`src/bomr_pkg.sv`:
```
`default_nettype none
package bomr_pkg;

  // ----------------------------------------
  // Register offsets
  // ----------------------------------------
  localparam logic [7:0] BOMR_OFS_CONFIG = 8'hA0;
  localparam logic [7:0] BOMR_OFS_RX_CODEWORD = 8'hA2;
  localparam logic [7:0] BOMR_OFS_ACT_STATUS = 8'hA3;

  // ----------------------------------------
  // Field positions
  // ----------------------------------------
  localparam int BOMR_CFG_SEARCH_EN_BIT = 7;
  localparam int BOMR_CFG_INTEG_BIT = 6;
  localparam int BOMR_CFG_RXLEN_LSB = 4;
  localparam int BOMR_CFG_TXLEN_LSB = 2;
  localparam int BOMR_CW_VALID_BIT = 6;
  localparam int BOMR_CW_LOST_BIT = 7;
  localparam int BOMR_STAT_TX_ACT_BIT = 7;
  localparam int BOMR_STAT_RX_ACT_BIT = 6;

  // ----------------------------------------
  // Reset values and counts
  // ----------------------------------------
  localparam logic [7:0] BOMR_CONFIG_RST = 8'h00;
  localparam logic [5:0] BOMR_CW_RST = 6'h00;
  localparam logic [4:0] BOMR_PATTERN_BITS = 5'h10;
  localparam logic [3:0] BOMR_ONES_RUN = 4'h8;
  localparam logic [4:0] BOMR_COUNT_ONE = 5'h01;
  localparam logic [4:0] BOMR_COUNT_TEN = 5'h0A;
  localparam logic [4:0] BOMR_COUNT_25 = 5'h19;

  // ----------------------------------------
  // Length selections
  // ----------------------------------------
  typedef enum logic [1:0] {
    BOMR_LEN_ONE,
    BOMR_LEN_TEN,
    BOMR_LEN_25,
    BOMR_LEN_CHANGE
  } bomr_len_t;

  // ----------------------------------------
  // Carriers
  // ----------------------------------------
  typedef struct packed {
    logic [7:0] addr;
    logic       rd;
    logic       wr;
    logic [7:0] wdata;
  } bomr_cpu_req_t;

  typedef struct packed {
    logic bit_val;
    logic bit_stb;
  } bomr_link_bit_t;

  typedef struct packed {
    logic msg_start;
    logic pattern_end;
  } bomr_tx_evt_t;

endpackage : bomr_pkg

`default_nettype wire

```
`src/bomr_receiver.sv`:
```
`timescale 1ns/1ps
`default_nettype none

// Summary of operation
// - Qualified message loads 6-bit codeword, first bit lowest, and sets valid.
// - Processor read of codeword register clears valid flag in bit 6.
// - Load while valid still set raises overwrite flag in bit 7.
// - Transmit activity bit 7 stays high for whole configured message length.
// - Receive activity rises on eight ones, holds while framing zeros are right.
// - Pattern count one: receive activity is a pulse at pattern end.
// - Longer counts: activity high from first pattern until qualify; interrupt then.
// - When enabled, search bit stream for ones, zero, six codeword bits, zero.
// - 2-bit length picks one, ten, 25 patterns, or every change.
// - Gaps between patterns allowed unless a different valid codeword appears.
// - Integration: two identical back-to-back clean patterns count as one.
module bomr_receiver (
  // Clock and reset
  input  wire logic                    sys_clk_i,
  input  wire logic                    nrst_i,
  // Processor port
  input  wire bomr_pkg::bomr_cpu_req_t cpu_req_i,
  output var  logic [7:0]              cpu_rdata_o,
  // Data link bit stream
  input  wire bomr_pkg::bomr_link_bit_t link_i,
  // Transmitter events
  input  wire bomr_pkg::bomr_tx_evt_t  tx_evt_i,
  // Status
  output var  logic                    rx_codeword_irq_o,
  output var  logic                    rx_message_active_o
);
  import bomr_pkg::*;

  // ----------------------------------------
  // State
  // ----------------------------------------
  logic [7:0]  config_r;
  logic [15:0] shift_r;
  logic [15:0] shift_nxt;
  logic [4:0]  since_match_r;
  logic        integ_have_r;
  logic [5:0]  integ_prev_r;
  logic [5:0]  cand_cw_r;
  logic [4:0]  cand_cnt_r;
  logic        cand_done_r;
  logic        loaded_any_r;
  logic [5:0]  rx_codeword_r;
  logic        rx_codeword_valid_r;
  logic        rx_codeword_overwritten_r;
  logic        ones_armed_r;
  logic [3:0]  ones_cnt_r;
  logic        rx_active_r;
  logic        tx_active_r;
  logic [4:0]  tx_cnt_r;

  logic        search_en;
  logic        integ_en;
  bomr_len_t   rx_len;
  bomr_len_t   tx_len;
  logic        stb;
  logic        match;
  logic [5:0]  match_cw;
  logic        eff_pat;
  logic        qualify;
  logic        rd_cw;
  logic        ones_now;
  logic        frame_fail;

  function automatic logic [4:0] len_target(input bomr_len_t len);
    if (len == BOMR_LEN_TEN) begin
      return BOMR_COUNT_TEN;
    end else if (len == BOMR_LEN_25) begin
      return BOMR_COUNT_25;
    end else begin
      return BOMR_COUNT_ONE;
    end
  endfunction : len_target

  assign search_en = config_r[BOMR_CFG_SEARCH_EN_BIT];
  assign integ_en  = config_r[BOMR_CFG_INTEG_BIT];
  assign rx_len    = bomr_len_t'(config_r[BOMR_CFG_RXLEN_LSB +: 2]);
  assign tx_len    = bomr_len_t'(config_r[BOMR_CFG_TXLEN_LSB +: 2]);
  assign stb       = link_i.bit_stb & search_en;
  assign rd_cw     = cpu_req_i.rd && (cpu_req_i.addr == BOMR_OFS_RX_CODEWORD);

  // ----------------------------------------
  // Pattern search
  // ----------------------------------------
  // Oldest bit sits at bit 0: ones in [7:0], zero, codeword, zero
  assign shift_nxt = {link_i.bit_val, shift_r[15:1]};
  assign match = stb && (shift_nxt[7:0] == 8'hFF) && !shift_nxt[8] && !shift_nxt[15];
  assign match_cw = shift_nxt[14:9];
  assign ones_now = stb && (shift_nxt[15:8] == 8'hFF);

  always_ff @(posedge sys_clk_i or negedge nrst_i) begin
    if (!nrst_i) begin
      shift_r <= 16'h0000;
    end else if (!search_en) begin
      shift_r <= 16'h0000;
    end else if (match) begin
      // Flush so one pattern is never seen twice
      shift_r <= 16'h0000;
    end else if (stb) begin
      shift_r <= shift_nxt;
    end
  end

  // ----------------------------------------
  // Integration
  // ----------------------------------------
  always_ff @(posedge sys_clk_i or negedge nrst_i) begin
    if (!nrst_i) begin
      since_match_r <= 5'h00;
      integ_have_r  <= 1'b0;
      integ_prev_r  <= BOMR_CW_RST;
    end else if (!search_en) begin
      since_match_r <= 5'h00;
      integ_have_r  <= 1'b0;
    end else if (match) begin
      since_match_r <= 5'h00;
      integ_have_r  <= 1'b1;
      integ_prev_r  <= match_cw;
    end else if (stb) begin
      if (since_match_r == BOMR_PATTERN_BITS) begin
        // Slot after a pattern held no clean copy: gap or error
        integ_have_r <= 1'b0;
      end else begin
        since_match_r <= since_match_r + 5'h01;
      end
    end
  end

  // Back to back means exactly one pattern length since the last match
  assign eff_pat = match && (!integ_en || (integ_have_r && (since_match_r == BOMR_PATTERN_BITS - 5'h01)
                                           && (integ_prev_r == match_cw)));

  // ----------------------------------------
  // Pattern counting
  // ----------------------------------------
  always_comb begin
    qualify = 1'b0;
    if (eff_pat) begin
      if (rx_len == BOMR_LEN_CHANGE) begin
        qualify = !loaded_any_r || (match_cw != rx_codeword_r);
      end else if (match_cw != cand_cw_r || !cand_done_r) begin
        qualify = ((match_cw != cand_cw_r) ? BOMR_COUNT_ONE : cand_cnt_r + 5'h01) == len_target(rx_len);
      end
    end
  end

  always_ff @(posedge sys_clk_i or negedge nrst_i) begin
    if (!nrst_i) begin
      cand_cw_r   <= BOMR_CW_RST;
      cand_cnt_r  <= 5'h00;
      cand_done_r <= 1'b0;
    end else if (!search_en) begin
      cand_cnt_r  <= 5'h00;
      cand_done_r <= 1'b0;
    end else if (eff_pat) begin
      if (match_cw != cand_cw_r) begin
        // A different valid codeword restarts the run
        cand_cw_r   <= match_cw;
        cand_cnt_r  <= BOMR_COUNT_ONE;
        cand_done_r <= qualify;
      end else if (!cand_done_r) begin
        cand_cnt_r  <= cand_cnt_r + 5'h01;
        cand_done_r <= qualify;
      end
    end
  end

  // ----------------------------------------
  // Codeword register
  // ----------------------------------------
  always_ff @(posedge sys_clk_i or negedge nrst_i) begin
    if (!nrst_i) begin
      rx_codeword_r <= BOMR_CW_RST;
      loaded_any_r  <= 1'b0;
    end else if (qualify) begin
      rx_codeword_r <= match_cw;
      loaded_any_r  <= 1'b1;
    end
  end

  // Set wins over the read clear
  always_ff @(posedge sys_clk_i or negedge nrst_i) begin
    if (!nrst_i) begin
      rx_codeword_valid_r       <= 1'b0;
      rx_codeword_overwritten_r <= 1'b0;
    end else begin
      rx_codeword_valid_r <= qualify | (rx_codeword_valid_r & ~rd_cw);
      if (qualify) begin
        rx_codeword_overwritten_r <= rx_codeword_valid_r & ~rd_cw;
      end else if (rd_cw) begin
        rx_codeword_overwritten_r <= 1'b0;
      end
    end
  end

  // ----------------------------------------
  // Receive activity
  // ----------------------------------------
  // Framing zeros checked eight bits after the ones run, at the last pattern bit
  assign frame_fail = ones_armed_r && stb && (ones_cnt_r == BOMR_ONES_RUN) && !match;

  always_ff @(posedge sys_clk_i or negedge nrst_i) begin
    if (!nrst_i) begin
      ones_armed_r <= 1'b0;
      ones_cnt_r   <= 4'h0;
    end else if (!search_en || match || frame_fail) begin
      ones_armed_r <= 1'b0;
      ones_cnt_r   <= 4'h0;
    end else if (ones_now) begin
      ones_armed_r <= 1'b1;
      ones_cnt_r   <= 4'h1;
    end else if (stb && ones_armed_r) begin
      ones_cnt_r <= ones_cnt_r + 4'h1;
    end
  end

  always_ff @(posedge sys_clk_i or negedge nrst_i) begin
    if (!nrst_i) begin
      rx_active_r <= 1'b0;
    end else if (!search_en) begin
      rx_active_r <= 1'b0;
    end else if (rx_len == BOMR_LEN_ONE) begin
      rx_active_r <= match;
    end else if (qualify || frame_fail) begin
      rx_active_r <= 1'b0;
    end else if (ones_now || match) begin
      rx_active_r <= 1'b1;
    end
  end

  always_ff @(posedge sys_clk_i or negedge nrst_i) begin
    if (!nrst_i) begin
      rx_codeword_irq_o <= 1'b0;
    end else begin
      rx_codeword_irq_o <= qualify;
    end
  end

  assign rx_message_active_o = rx_active_r;

  // ----------------------------------------
  // Transmit activity
  // ----------------------------------------
  // Continuous length holds until software picks a finite length
  always_ff @(posedge sys_clk_i or negedge nrst_i) begin
    if (!nrst_i) begin
      tx_active_r <= 1'b0;
      tx_cnt_r    <= 5'h00;
    end else if (tx_evt_i.msg_start) begin
      tx_active_r <= 1'b1;
      tx_cnt_r    <= 5'h00;
    end else if (tx_active_r && tx_evt_i.pattern_end && tx_len != BOMR_LEN_CHANGE) begin
      if (tx_cnt_r + 5'h01 >= len_target(tx_len)) begin
        tx_active_r <= 1'b0;
      end
      tx_cnt_r <= tx_cnt_r + 5'h01;
    end
  end

  // ----------------------------------------
  // Processor port
  // ----------------------------------------
  always_ff @(posedge sys_clk_i or negedge nrst_i) begin
    if (!nrst_i) begin
      config_r <= BOMR_CONFIG_RST;
    end else if (cpu_req_i.wr && cpu_req_i.addr == BOMR_OFS_CONFIG) begin
      config_r <= cpu_req_i.wdata;
    end
  end

  always_ff @(posedge sys_clk_i or negedge nrst_i) begin
    if (!nrst_i) begin
      cpu_rdata_o <= 8'h00;
    end else if (cpu_req_i.rd) begin
      if (cpu_req_i.addr == BOMR_OFS_CONFIG) begin
        cpu_rdata_o <= config_r;
      end else if (cpu_req_i.addr == BOMR_OFS_RX_CODEWORD) begin
        cpu_rdata_o <= {rx_codeword_overwritten_r, rx_codeword_valid_r, rx_codeword_r};
      end else if (cpu_req_i.addr == BOMR_OFS_ACT_STATUS) begin
        cpu_rdata_o <= {tx_active_r, rx_active_r, 6'h00};
      end else begin
        cpu_rdata_o <= 8'h00;
      end
    end
  end

endmodule : bomr_receiver

`default_nettype wire

```
`config.mk`:
```
export PLATFORM = sky130hd
export DESIGN_NAME = bomr_receiver
export DESIGN_NICKNAME = d
export VERILOG_FILES = /design/src/bomr_pkg.sv /design/src/bomr_receiver.sv
export SDC_FILE = /design/constraint.sdc
export NUM_CORES = 1
export LEC_CHECK = 0
export BUFFER_PORTS_ARGS = -buffer_cell sky130_fd_sc_hd__buf_2
export CAP_MARGIN = 20
export CORE_UTILIZATION = 50
export DETAILED_ROUTE_END_ITERATION = 10
export PLACE_DENSITY = 0.71
export SLEW_MARGIN = 20
export SYNTH_ARGS = -nofsm -noshare
export SYNTH_HDL_FRONTEND = slang
export SYNTH_SLANG_ARGS = --single-unit
```
`constraint.sdc`:
```
create_clock -name sys_clk_i -period 2.45 [get_ports sys_clk_i]
set_input_delay 0.735 -clock sys_clk_i [delete_from_list [all_inputs] [get_ports sys_clk_i]]
set_output_delay 0.735 -clock sys_clk_i [all_outputs]
set_load 0.05 [all_outputs]
```
[Word-level counts from Yosys, hierarchy flattened]
Index checks and enable logic that the tools add are counted.
Operators by class
  add/sub/neg operators: 4
  muxes and demuxes: 51
  eq/ne operators: 24
  bitwise gates (word level): 4
  $lt $le $gt $ge: 1
  reduce and logical (&&, ||, !) cells: 40
Operators by type and width (number)
  $mux 5: 20
  $mux 16: 3
  $eq 8x8->1 const B: 5
  $mux 8: 3
  $mux 1: 22
  $add 5x1->5 const B: 3
  $logic_and 1x1->1: 14
  $mux 4: 3
  $ne 6x6->1: 2
  $reduce_and 2->1: 5
  $reduce_bool 2->1: 4
  $logic_not 1->1: 7
  $logic_or 1x1->1: 7
  $eq 2x2->1 const B: 3
  $eq 6x6->1: 1
  $ne 3x1->1 const B: 2
  $eq 5x4->1 const B: 1
  $eq 5x5->1: 1
  $eq 5x5->1 const B: 1
  $ge 5x5->1: 1
  $add 4x1->4 const B: 1
  $eq 2x1->1 const B: 2
  $eq 4x4->1 const B: 1
  $ne 4x1->1 const B: 1
  10 further kinds: 11
Word-level totals
  output and inout port bits: 10
  logic and storage cells: 143
  register bits after elaboration: 78
  input bits: 24

[Logic depth before layout (Yosys ltp)]
Gate-level depths: netlist (run 1).
  depth in word-level cells: 14
  depth in mapped cells: 10
  gate-level depth less buffers: 10

[Worst setup path before layout (run 1)]
Ideal clock, no wire load.
  path kind: input -> register
  start: input link_i[0] in the netlist's numbering
  end: register rx_codeword_r[5]
  library setup time: 127 ps
  data required time: 2323 ps
  arrival time: 2304 ps
  path buffers: 1
  setup slack: 18 ps
  stages: 7
  cells stage by stage: buf_2 -> nand2_1 -> nor4_2 -> and2_1 -> o2111ai_4 -> inv_2 -> mux2_1
On the way
  word-level cells in the longest chain between the ends: 6
Ends and longest elaborated chain
  start: declaration: RTL line bomr_receiver.sv:24  | input wire bomr_pkg::bomr_link_bit_t link_i,
  $and 1x1->1: RTL line bomr_receiver.sv:82  | assign stb = link_i.bit_stb & search_en;
  $logic_and 1x1->1 (3 in series): RTL line bomr_receiver.sv:90  | assign match = stb && (shift_nxt[7:0] == 8'hFF) && !shift_nxt[8] && !shift_nxt[15];
  $logic_and 1x1->1: RTL line bomr_receiver.sv:133  | assign eff_pat = match && (!integ_en || (integ_have_r && (since_match_r == BOMR_PATTERN_BITS - 5'h01)
  $mux 1: RTL line bomr_receiver.sv:141  | if (eff_pat) begin
  named net qualify: RTL line bomr_receiver.sv:63  | logic qualify;
  end signal: assignment: RTL line bomr_receiver.sv:179  | rx_codeword_r <= match_cw;
  end: declaration: RTL line bomr_receiver.sv:46  | logic [5:0] rx_codeword_r;
The timed path passes the listed nets, and every way through them passes these cells.
A chain may end at the register's enable or synchronous reset.

[Worst setup path after layout (run 1)]
  start: register shift_r[10]
  end: register cand_cnt_r[0]
On the way
  word-level cells in the longest chain between the ends: 6
  elaborated cells between the ends (all ways): 11
  classes of those cells: eq/ne: 4; mux: 3; reduce/logical: 4
Ends and longest elaborated chain
  start: declaration: RTL line bomr_receiver.sv:37  | logic [15:0] shift_r;
  start signal: assignment: RTL line bomr_receiver.sv:103  | shift_r <= shift_nxt;
  $eq 6x6->1: RTL line bomr_receiver.sv:134  | && (integ_prev_r == match_cw)));
  $logic_and 1x1->1: RTL line bomr_receiver.sv:134
  $logic_or 1x1->1: RTL line bomr_receiver.sv:133
  $logic_and 1x1->1: RTL line bomr_receiver.sv:133
  $ne 2x1->1 (no line)
  $reduce_and 2->1 (no line)
  end signal: assignment: RTL line bomr_receiver.sv:165  | cand_cnt_r <= cand_cnt_r + 5'h01;
  end: declaration: RTL line bomr_receiver.sv:43  | logic [4:0] cand_cnt_r;
Parallel ways exist; a longest one is shown, timed or not. The select of a mux whose other input is x is not followed.

==> summary.log, run 1 <==
INFO  layout         commonest_non_fill_non_tap_cells_in_the_layout=dfrtp_1 (77), buf_2 (32), mux2_2 (27)
INFO  place          placed_cells=480
INFO  run            total_of_max_cap_violations=0
INFO  place          dpl_cell_area=4300µm²
INFO  clock_tree     clk_root_buffer_cell=clkbuf_8
INFO  run_status     outcome=complete, no violations
INFO  layout         final_cell_area=4540µm²
INFO  critical_path  timing.critical_path.fanout_max=7
INFO  timing         slew_violations=0
INFO  drt            drt_iter0_drc=105
INFO  timing         totalNegativeSetupSlack=0ps
INFO  drt            vias=2779
INFO  synthesis      synth_top_family_by_area=simple AND/OR/NAND/NOR gates
INFO  critical_path  rr_endpoint=cand_cnt_r[0]
INFO  layout         design.final.nets=434
INFO  floorplanning  floorplan.core_area=7690µm²
INFO  synthesis      synth_adder_area_share=5.72%
INFO  critical_path  worst_ep_required_time=2720ps
INFO  synthesis      mappedNetlistArea=3940µm²
INFO  drt            drt-total-wl=7580µm
INFO  synthesis      multiplexer_area_fraction_after_synthesis=9.53%
INFO  pwr            areal_power_density_over_the_cells=546nW/µm²
INFO  synthesis      yosys_warnings=0
INFO  grt            global_route.overflow_total=0
INFO  critical_path  critical_path.endpoint_type=flip-flop
INFO  synthesis      register_area_share_after_synthesis=48.9%
INFO  critical_path  worst_setup_path_start_kind=flip-flop
INFO  hold_path      timing.hold.worst.class=in2async
INFO  pwr            comb_power_share=6.5%
INFO  drt            post_drt_wl_per_cell=15.2µm
INFO  grt            grt_usage=20.5%
INFO  synthesis      post_synth_num_cell_types=55
INFO  layout         antenna_cells_inserted=0
INFO  layout         most_frequent_standard_cell_in_the_layout_excluding_fill_and_tap_cells=dfrtp_1
INFO  critical_path  timing.reg2reg.setup_slack=210ps
INFO  place          hpwl=5440µm
INFO  place          routabilityCongestion=0.803
INFO  drt            drt-pass1-iter-count=5
INFO  pwr            power.ir.vdd_worst=0.306mV
INFO  pwr            clock_network_fraction_of_design_power=41.1%
INFO  drt            wirelength_met1=3570µm
INFO  critical_path  critical_path_arrival=2510ps
INFO  grt            grt_first_pass_wirelength=13400µm
INFO  pwr            power.leakage=0.00220µW
INFO  floorplanning  initial_utilization=51.3%
INFO  drt            drt_drc_violations_left=0
INFO  timing         final_hold_violation_count=0
INFO  synthesis      synth_seq_cells=77
INFO  synthesis      syn_inst=344
INFO  timing         f_max=0.446GHz
INFO  timing         timing_worst_slew_pin_value=867ps
INFO  timing         post-route-period-util=91.5%
INFO  clock_tree     clock_path_buffers=2
INFO  drt            met3_length=317µm
INFO  clock_tree     cts.reportedPaths.clkPinSlew=80ps
INFO  synthesis      synth-edff-count=0
INFO  floorplanning  overall_die_area=8240µm²
INFO  timing         timing.final.crit_period=2240ps
INFO  floorplanning  top_level_ports=34
INFO  synthesis      postSynthNetCount=386
INFO  clock_tree     ctsHtreeMaxLevel=3
INFO  place          io_buffer_count=33
INFO  clock_tree     clock_tree_from_tritoncts=built
INFO  synthesis      avgSynthCellArea=11.5µm²
INFO  drt            dr.max_layer_used=met4
INFO  synthesis      synth_simple_gate_area_share=13.5%
INFO  layout         synthToLayoutAreaGrowth=15.2%
INFO  synthesis      synth_async_sr_flop_share=100%
INFO  timing         grt_setup_unrepaired=false
INFO  timing         minimum_hold_slack=327ps
INFO  floorplanning  vertical_die_dimension=90.8µm
INFO  pwr            internal_power=1920µW
INFO  timing         timing.clock.skew=6.82ps
INFO  drt            wl_met2=3570µm
INFO  synthesis      synth-xor-area-share=7.11%
INFO  layout         fillerInstances=661
INFO  timing         worst_slew_margin_rel=42.1%
INFO  grt            grt_pass1_vias=2848
INFO  pwr            net-switching-power=555µW
INFO  layout         share_of_layout_cells_above_drive_strength_1=25.8%
INFO  pwr            switching_share=22.4%
INFO  pwr            power_frac_seq=52.4%
INFO  timing         setup_violations=0
INFO  layout         postLayoutCoreUtil=59.0%
INFO  drt            final_antenna_violating_net_count=0
INFO  drt            vias_per_cell=5.58
INFO  critical_path  reg2regPathDepth=8
INFO  clock_tree     cts_num_sinks=77
INFO  grt            antenna_found_initial=0
INFO  critical_path  r2r_start=shift_r[10]
INFO  floorplanning  chipWidth=90.8µm
INFO  critical_path  path_class=reg2reg
INFO  clock_tree     cts-buffers-inserted=9
INFO  clock_tree     skew_pair_late_insertion_delay=340ps
INFO  layout         layout.cells.non_filler=498
INFO  grt            grt_max_degree=46
INFO  synthesis      synth_compound_area_share=12.0%
INFO  floorplanning  placementRows=32
INFO  synthesis      synthFlopType=dfrtp_1
## cell families (layout without fill, tap and decap cells)
| kind of cell | count (synthesis) | count (layout) |
|---|---|---|
| compound gates | 55 | 55 |
| fa+ha+maj | 18 | 18 |
| mux | 34 | 34 |
| xor+xnor | 32 | 32 |
| buf+inv | 31 | 83 |
| simple gates | 97 | 97 |
| flops | 77 | 77 |
## state kept, by name, indices dropped and copies added (netlist names)
signal                     count
tx_cnt_r                       5
cand_cw_r                      6
rx_codeword_r                  6
rx_message_active_o            1
cand_done_r                    1
cpu_rdata_o                    8
loaded_any_r                   1
ones_cnt_r                     4
integ_have_r                   1
config_r                       8
tx_active_r                    1
rx_codeword_overwritten_r      1
shift_r                       15
since_match_r                  5
ones_armed_r                   1
integ_prev_r                   6
cand_cnt_r                     5
rx_codeword_valid_r            1
rx_codeword_irq_o              1
## through the flow
step                total power (µW)  worst slack, ps
floorplan                       1410             18.2
global placement                1480              130
detailed placement              1490             29.1
CTS                             2510             16.7
global route                    2580             38.8
finish                          2480              208
## routing by layer
layer,vias to the layer above,track usage (%)
met4,0,7.14
li1,1327,-
met1,1374,27.4
met5,-,0
met3,10,4.80
met2,68,32.9
## final cells by class
type / count / area (µm²) / area share (%)
flip-flops and latches: 77 / 1930 / 42.5
repair buffers: 51 / 328 / 7.22
clock inverters: 4 / 73.8 / 1.63
well taps: 102 / 128 / 2.81
multi-input cells: 236 / 1890 / 41.6
inverters: 17 / 63.8 / 1.41
clock buffers: 11 / 131 / 2.89
## worst max path at each step
stage                     startpoint          endpoint  slack, ps  cells after the start
floorplan                  link_i[0]  rx_codeword_r[5]         20                      7
global placement           link_i[0]  rx_codeword_r[5]        130                      7
detailed placement         link_i[0]  rx_codeword_r[5]         30                      7
CTS                 since_match_r[0]  rx_codeword_r[5]         20                      9
global route             shift_r[10]     cand_cnt_r[0]         40                      8
finish                   shift_r[10]     cand_cnt_r[0]        210                      8
## power groups by stage
stage	registers, µW	logic (µW)	clock network (µW)
3_5_place_dp	1320	165	0
5_1_grt	1300	187	1090
4_1_cts	1300	165	1040
6_report	1300	161	1020
3_3_place_gp	1320	161	0
2_1_floorplan	1320	89.1	0
## cells in the mapped netlist, drive strengths merged, types with 8 or more instances
library cell | n | area, µm²
ha | 18 | 225
xnor2 | 14 | 123
nor2 | 22 | 82.6
nor2b | 12 | 75.1
dfrtp | 77 | 1930
nand2 | 16 | 60.1
a22o | 13 | 114
inv | 17 | 63.8
xor2 | 18 | 158
nand3 | 10 | 50.1
buf | 8 | 41.3
mux2 | 28 | 315
## critical path, cell delays in order (launching register included)
cell      delay (ps)
dfrtp_1          480
xor2_1           220
nor4_4           350
buf_4            180
nand2_1           90
o211ai_1         440
buf_4            200
nand2_1           40
a21boi_0         150
## what timing repair did
| item | in CTS | in global routing |
|---|---|---|
| resized for setup | 0 | 1 |
| setup buffers | 0 | 3 |
| hold buffers | 0 | 0 |
| setup endpoints to repair | 0 | 5 |
Note: power is estimated with default switching activity, not from simulation.
==> run 2: changes to the inputs <==
--- a/config.mk
+++ b/config.mk
@@ -5,6 +5,7 @@
 export SDC_FILE = /design/constraint.sdc
 export NUM_CORES = 1
 export LEC_CHECK = 0
+export ABC_AREA = 1
 export BUFFER_PORTS_ARGS = -buffer_cell sky130_fd_sc_hd__buf_2
 export CAP_MARGIN = 20
 export CORE_UTILIZATION = 50
==> run 2 against run 1 <==
Net effect:
- power is 36% higher
- design area is 0.55% higher
- wire length is 9.8% higher
- first-iteration DRC count is 100% higher
- register-to-register slack better by 40 ps
- critical endpoint is now rx_message_active_o
- synthesized cell count is 34% higher
- clock-buffer cell count is 1 lower
- via count is 14% higher
- non-clock buffer count is 11 lower
- largest power group unchanged
- utilization is 0.33 points higher
- sequential share of layout area is 0.23 points lower
- cell count is 22% higher
- largest cell class unchanged
==> summary.log, run 2 <==
INFO  clock_tree     clk_root_buffer_cell=clkbuf_8
INFO  timing         f_max=0.454GHz
INFO  drt            final_antenna_violating_net_count=0
INFO  drt            drt-pass1-iter-count=4
INFO  floorplanning  placementRows=32
INFO  pwr            areal_power_density_over_the_cells=737nW/µm²
INFO  place          preCtsSetupSlack=86.8ps
INFO  synthesis      synth_top_cell_area_share=48.8%
INFO  synthesis      synth_async_sr_flop_share=100%
INFO  floorplanning  chipWidth=90.8µm
INFO  clock_tree     skew_pair_late_insertion_delay=340ps
INFO  layout         most_frequent_standard_cell_in_the_layout_excluding_fill_and_tap_cells=nand2_1
INFO  critical_path  worst_ep_required_time=2690ps
INFO  pwr            comb_power_share=15.6%
INFO  grt            antenna_found_initial=0
INFO  floorplanning  vertical_die_dimension=90.8µm
INFO  timing         post-route-period-util=89.9%
INFO  pwr            power.ir.vdd_worst=0.333mV
INFO  synthesis      synth_seq_cells=77
INFO  layout         biggestRegsByFlops=shift_r: 15 flops, config_r: 8 flops, cpu_rdata_o: 8 flops
INFO  timing         slew_violations=0
INFO  pwr            power.leakage=0.00223µW
INFO  timing         final_critical_path_setup_slack=248ps
INFO  hold_path      timing.hold.worst.class=in2async
INFO  grt            global_route.overflow_total=0
INFO  layout         antenna_cells_inserted=0
INFO  synthesis      synth.largest_area_cell=dfrtp_1
INFO  critical_path  critical_path.endpoint_type=flip-flop
INFO  timing         setup_violations=0
INFO  floorplanning  initial_utilization=51.3%
INFO  clock_tree     cts_hold_buf=0
INFO  drt            drt-total-wl=8330µm
INFO  layout         commonest_non_fill_non_tap_cells_in_the_layout=nand2_1 (99), dfrtp_1 (77), inv_1 (60)
INFO  pwr            power_frac_seq=43.6%
INFO  critical_path  timing.critical_path.fanout_max=19
INFO  clock_tree     postcts_resize_cnt=0
INFO  floorplanning  overall_die_area=8250µm²
INFO  grt            grt_first_pass_wirelength=14400µm
INFO  drt            drt_iter0_drc=210
INFO  timing         totalNegativeSetupSlack=0ps
INFO  floorplanning  floorplan.core_area=7690µm²
INFO  timing         worst_slew_margin_rel=63.0%
INFO  clock_tree     cts-buffers-inserted=9
INFO  critical_path  critical_path_arrival=2440ps
INFO  drt            vias_per_cell=5.17
INFO  layout         synthToLayoutAreaGrowth=15.7%
INFO  layout         share_of_layout_cells_above_drive_strength_1=16.9%
INFO  drt            vias=3156
INFO  synthesis      avgSynthCellArea=8.56µm²
INFO  drt            post_drt_wl_per_cell=13.6µm
INFO  synthesis      synthFlopType=dfrtp_1
INFO  timing         grt_setup_unrepaired=false
INFO  place          io_buffer_count=33
INFO  timing         final_hold_violation_count=0
INFO  timing         timing.clock.skew=8.42ps
INFO  synthesis      synth_top_cells_by_area=dfrtp_1 (49%), nand2_1 (9.4%), ha_1 (5.7%), inv_1 (5.7%), o21ai_0 (3.4%)
INFO  clock_tree     clock_tree_from_tritoncts=built
INFO  pwr            internal_power=2470µW
INFO  synthesis      yosys_warnings=0
INFO  synthesis      mappedNetlistArea=3950µm²
INFO  run            total_of_max_cap_violations=0
INFO  pwr            net-switching-power=898µW
INFO  clock_tree     post-cts-setup-buffer-count=0
INFO  synthesis      post_synth_num_cell_types=35
INFO  synthesis      netlist_top_cells_count=nand2_1 (99), dfrtp_1 (77), inv_1 (60), nor2_1 (34), o21ai_0 (27)
INFO  clock_tree     cts_num_sinks=77
INFO  layout         largest_reg_flops=15
INFO  synthesis      yosys.cell_count.top_type=nand2_1
INFO  critical_path  path_class=reg2reg
INFO  critical_path  timing.reg2reg.setup_slack=250ps
INFO  timing         timing_worst_slew_pin_value=554ps
INFO  synthesis      syn_inst=461
INFO  clock_tree     cts.reportedPaths.clkPinSlew=80ps
INFO  layout         largest-register=shift_r
INFO  timing         timing.final.crit_period=2200ps
INFO  place          hpwl=6090µm
INFO  synthesis      postSynthNetCount=503
INFO  synthesis      synth-edff-count=0
INFO  critical_path  r2r_start=since_match_r[1]
INFO  layout         design.final.nets=545
INFO  critical_path  worst_setup_path_start_kind=flip-flop
INFO  grt            grt_max_degree=44
INFO  clock_tree     clock_path_buffers=2
INFO  clock_tree     ctsHtreeMaxLevel=3
INFO  synthesis      register_area_share_after_synthesis=48.8%
INFO  floorplanning  top_level_ports=34
INFO  grt            grt_usage=22.0%
INFO  pwr            clock_network_fraction_of_design_power=40.9%
INFO  place          routabilityCongestion=0.797
INFO  critical_path  reg2regPathDepth=14
INFO  run_status     outcome=complete, no violations
INFO  drt            drt_drc_violations_left=0
INFO  grt            grt_pass1_vias=3054
INFO  critical_path  rr_endpoint=rx_message_active_o
INFO  pwr            switching_share=26.7%
## run 2: metal layers
metal / part of all wire (%) / track usage [%] / up-vias
li1: - / - / 1589
met1: 45 / 29.7 / 1484
met2: 49 / 35.9 / 71
met3: 4.6 / 4.88 / 12
met4: 1.2 / 5.95 / 0
met5: 0 / 0 / -
## run 2: power groups by stage
| stage | Combinational [µW] | Clock [µW] | Sequential [µW] |
|---|---|---|---|
| after CTS | 530 | 1400 | 1460 |
| after global placement | 498 | 0 | 1480 |
| after floorplan | 310 | 0 | 1520 |
| final | 523 | 1380 | 1470 |
| after global routing | 603 | 1450 | 1480 |
| after detailed placement | 527 | 0 | 1490 |
## run 2: logic make-up (layout without fill, tap and decap cells)
family,after synthesis,count (layout),share of synthesized area [%]
simple gates,191,191,21.4
compound gates,79,79,12.0
flops,77,77,48.8
buf+inv,76,123,7.42
fa+ha+maj,18,18,5.71
xor+xnor,17,17,3.77
mux,3,3,0.856
## run 2: worst max-delay path, cell delays in order, from the launching register on
cell	delay, ps
dfrtp_1	400
ha_1	160
inv_1	50
nor3_1	140
ha_1	190
o211a_1	150
nand3_1	90
o21ai_2	200
nand2_1	90
nor2_1	170
nand2_4	200
nand2_1	120
nand2_1	50
nand2_1	50
nor2_1	40
## run 2: worst max path at each step
stage / startpoint / to / slack [ps]
global placement: since_match_r[1] / rx_message_active_o / 100
detailed placement: since_match_r[1] / rx_message_active_o / 90
CTS: since_match_r[1] / rx_message_active_o / 50
floorplan: cpu_req_i[14] / config_r[2] / 340
finish: since_match_r[1] / rx_message_active_o / 250
global route: since_match_r[1] / rx_message_active_o / 3
## run 2: per-stage QoR
| stage | utilization (%) | hold slack (ps) | instance area (µm²) | std cells | total power, µW |
|---|---|---|---|---|---|
| floorplan | - | 434 | 3950 | 461 | 1830 |
| global placement | 55.5 | 466 | 4260 | 594 | 1980 |
| detailed placement | 55.5 | 466 | 4260 | 594 | 2020 |
| CTS | 59.3 | 356 | 4560 | 610 | 3390 |
| global route | 59.4 | 365 | 4560 | 610 | 3530 |
| finish | 59.4 | 347 | 4560 | 610 | 3360 |
## run 2: layout make-up
type                    instances  area (µm²)
fillers                       691        3120
flip-flops and latches         77        1930
multi-input cells             308        1730
inverters                      67         251
repair buffers                 40         233
clock inverters                 6         158
clock buffers                  10         138
well taps                     102         128
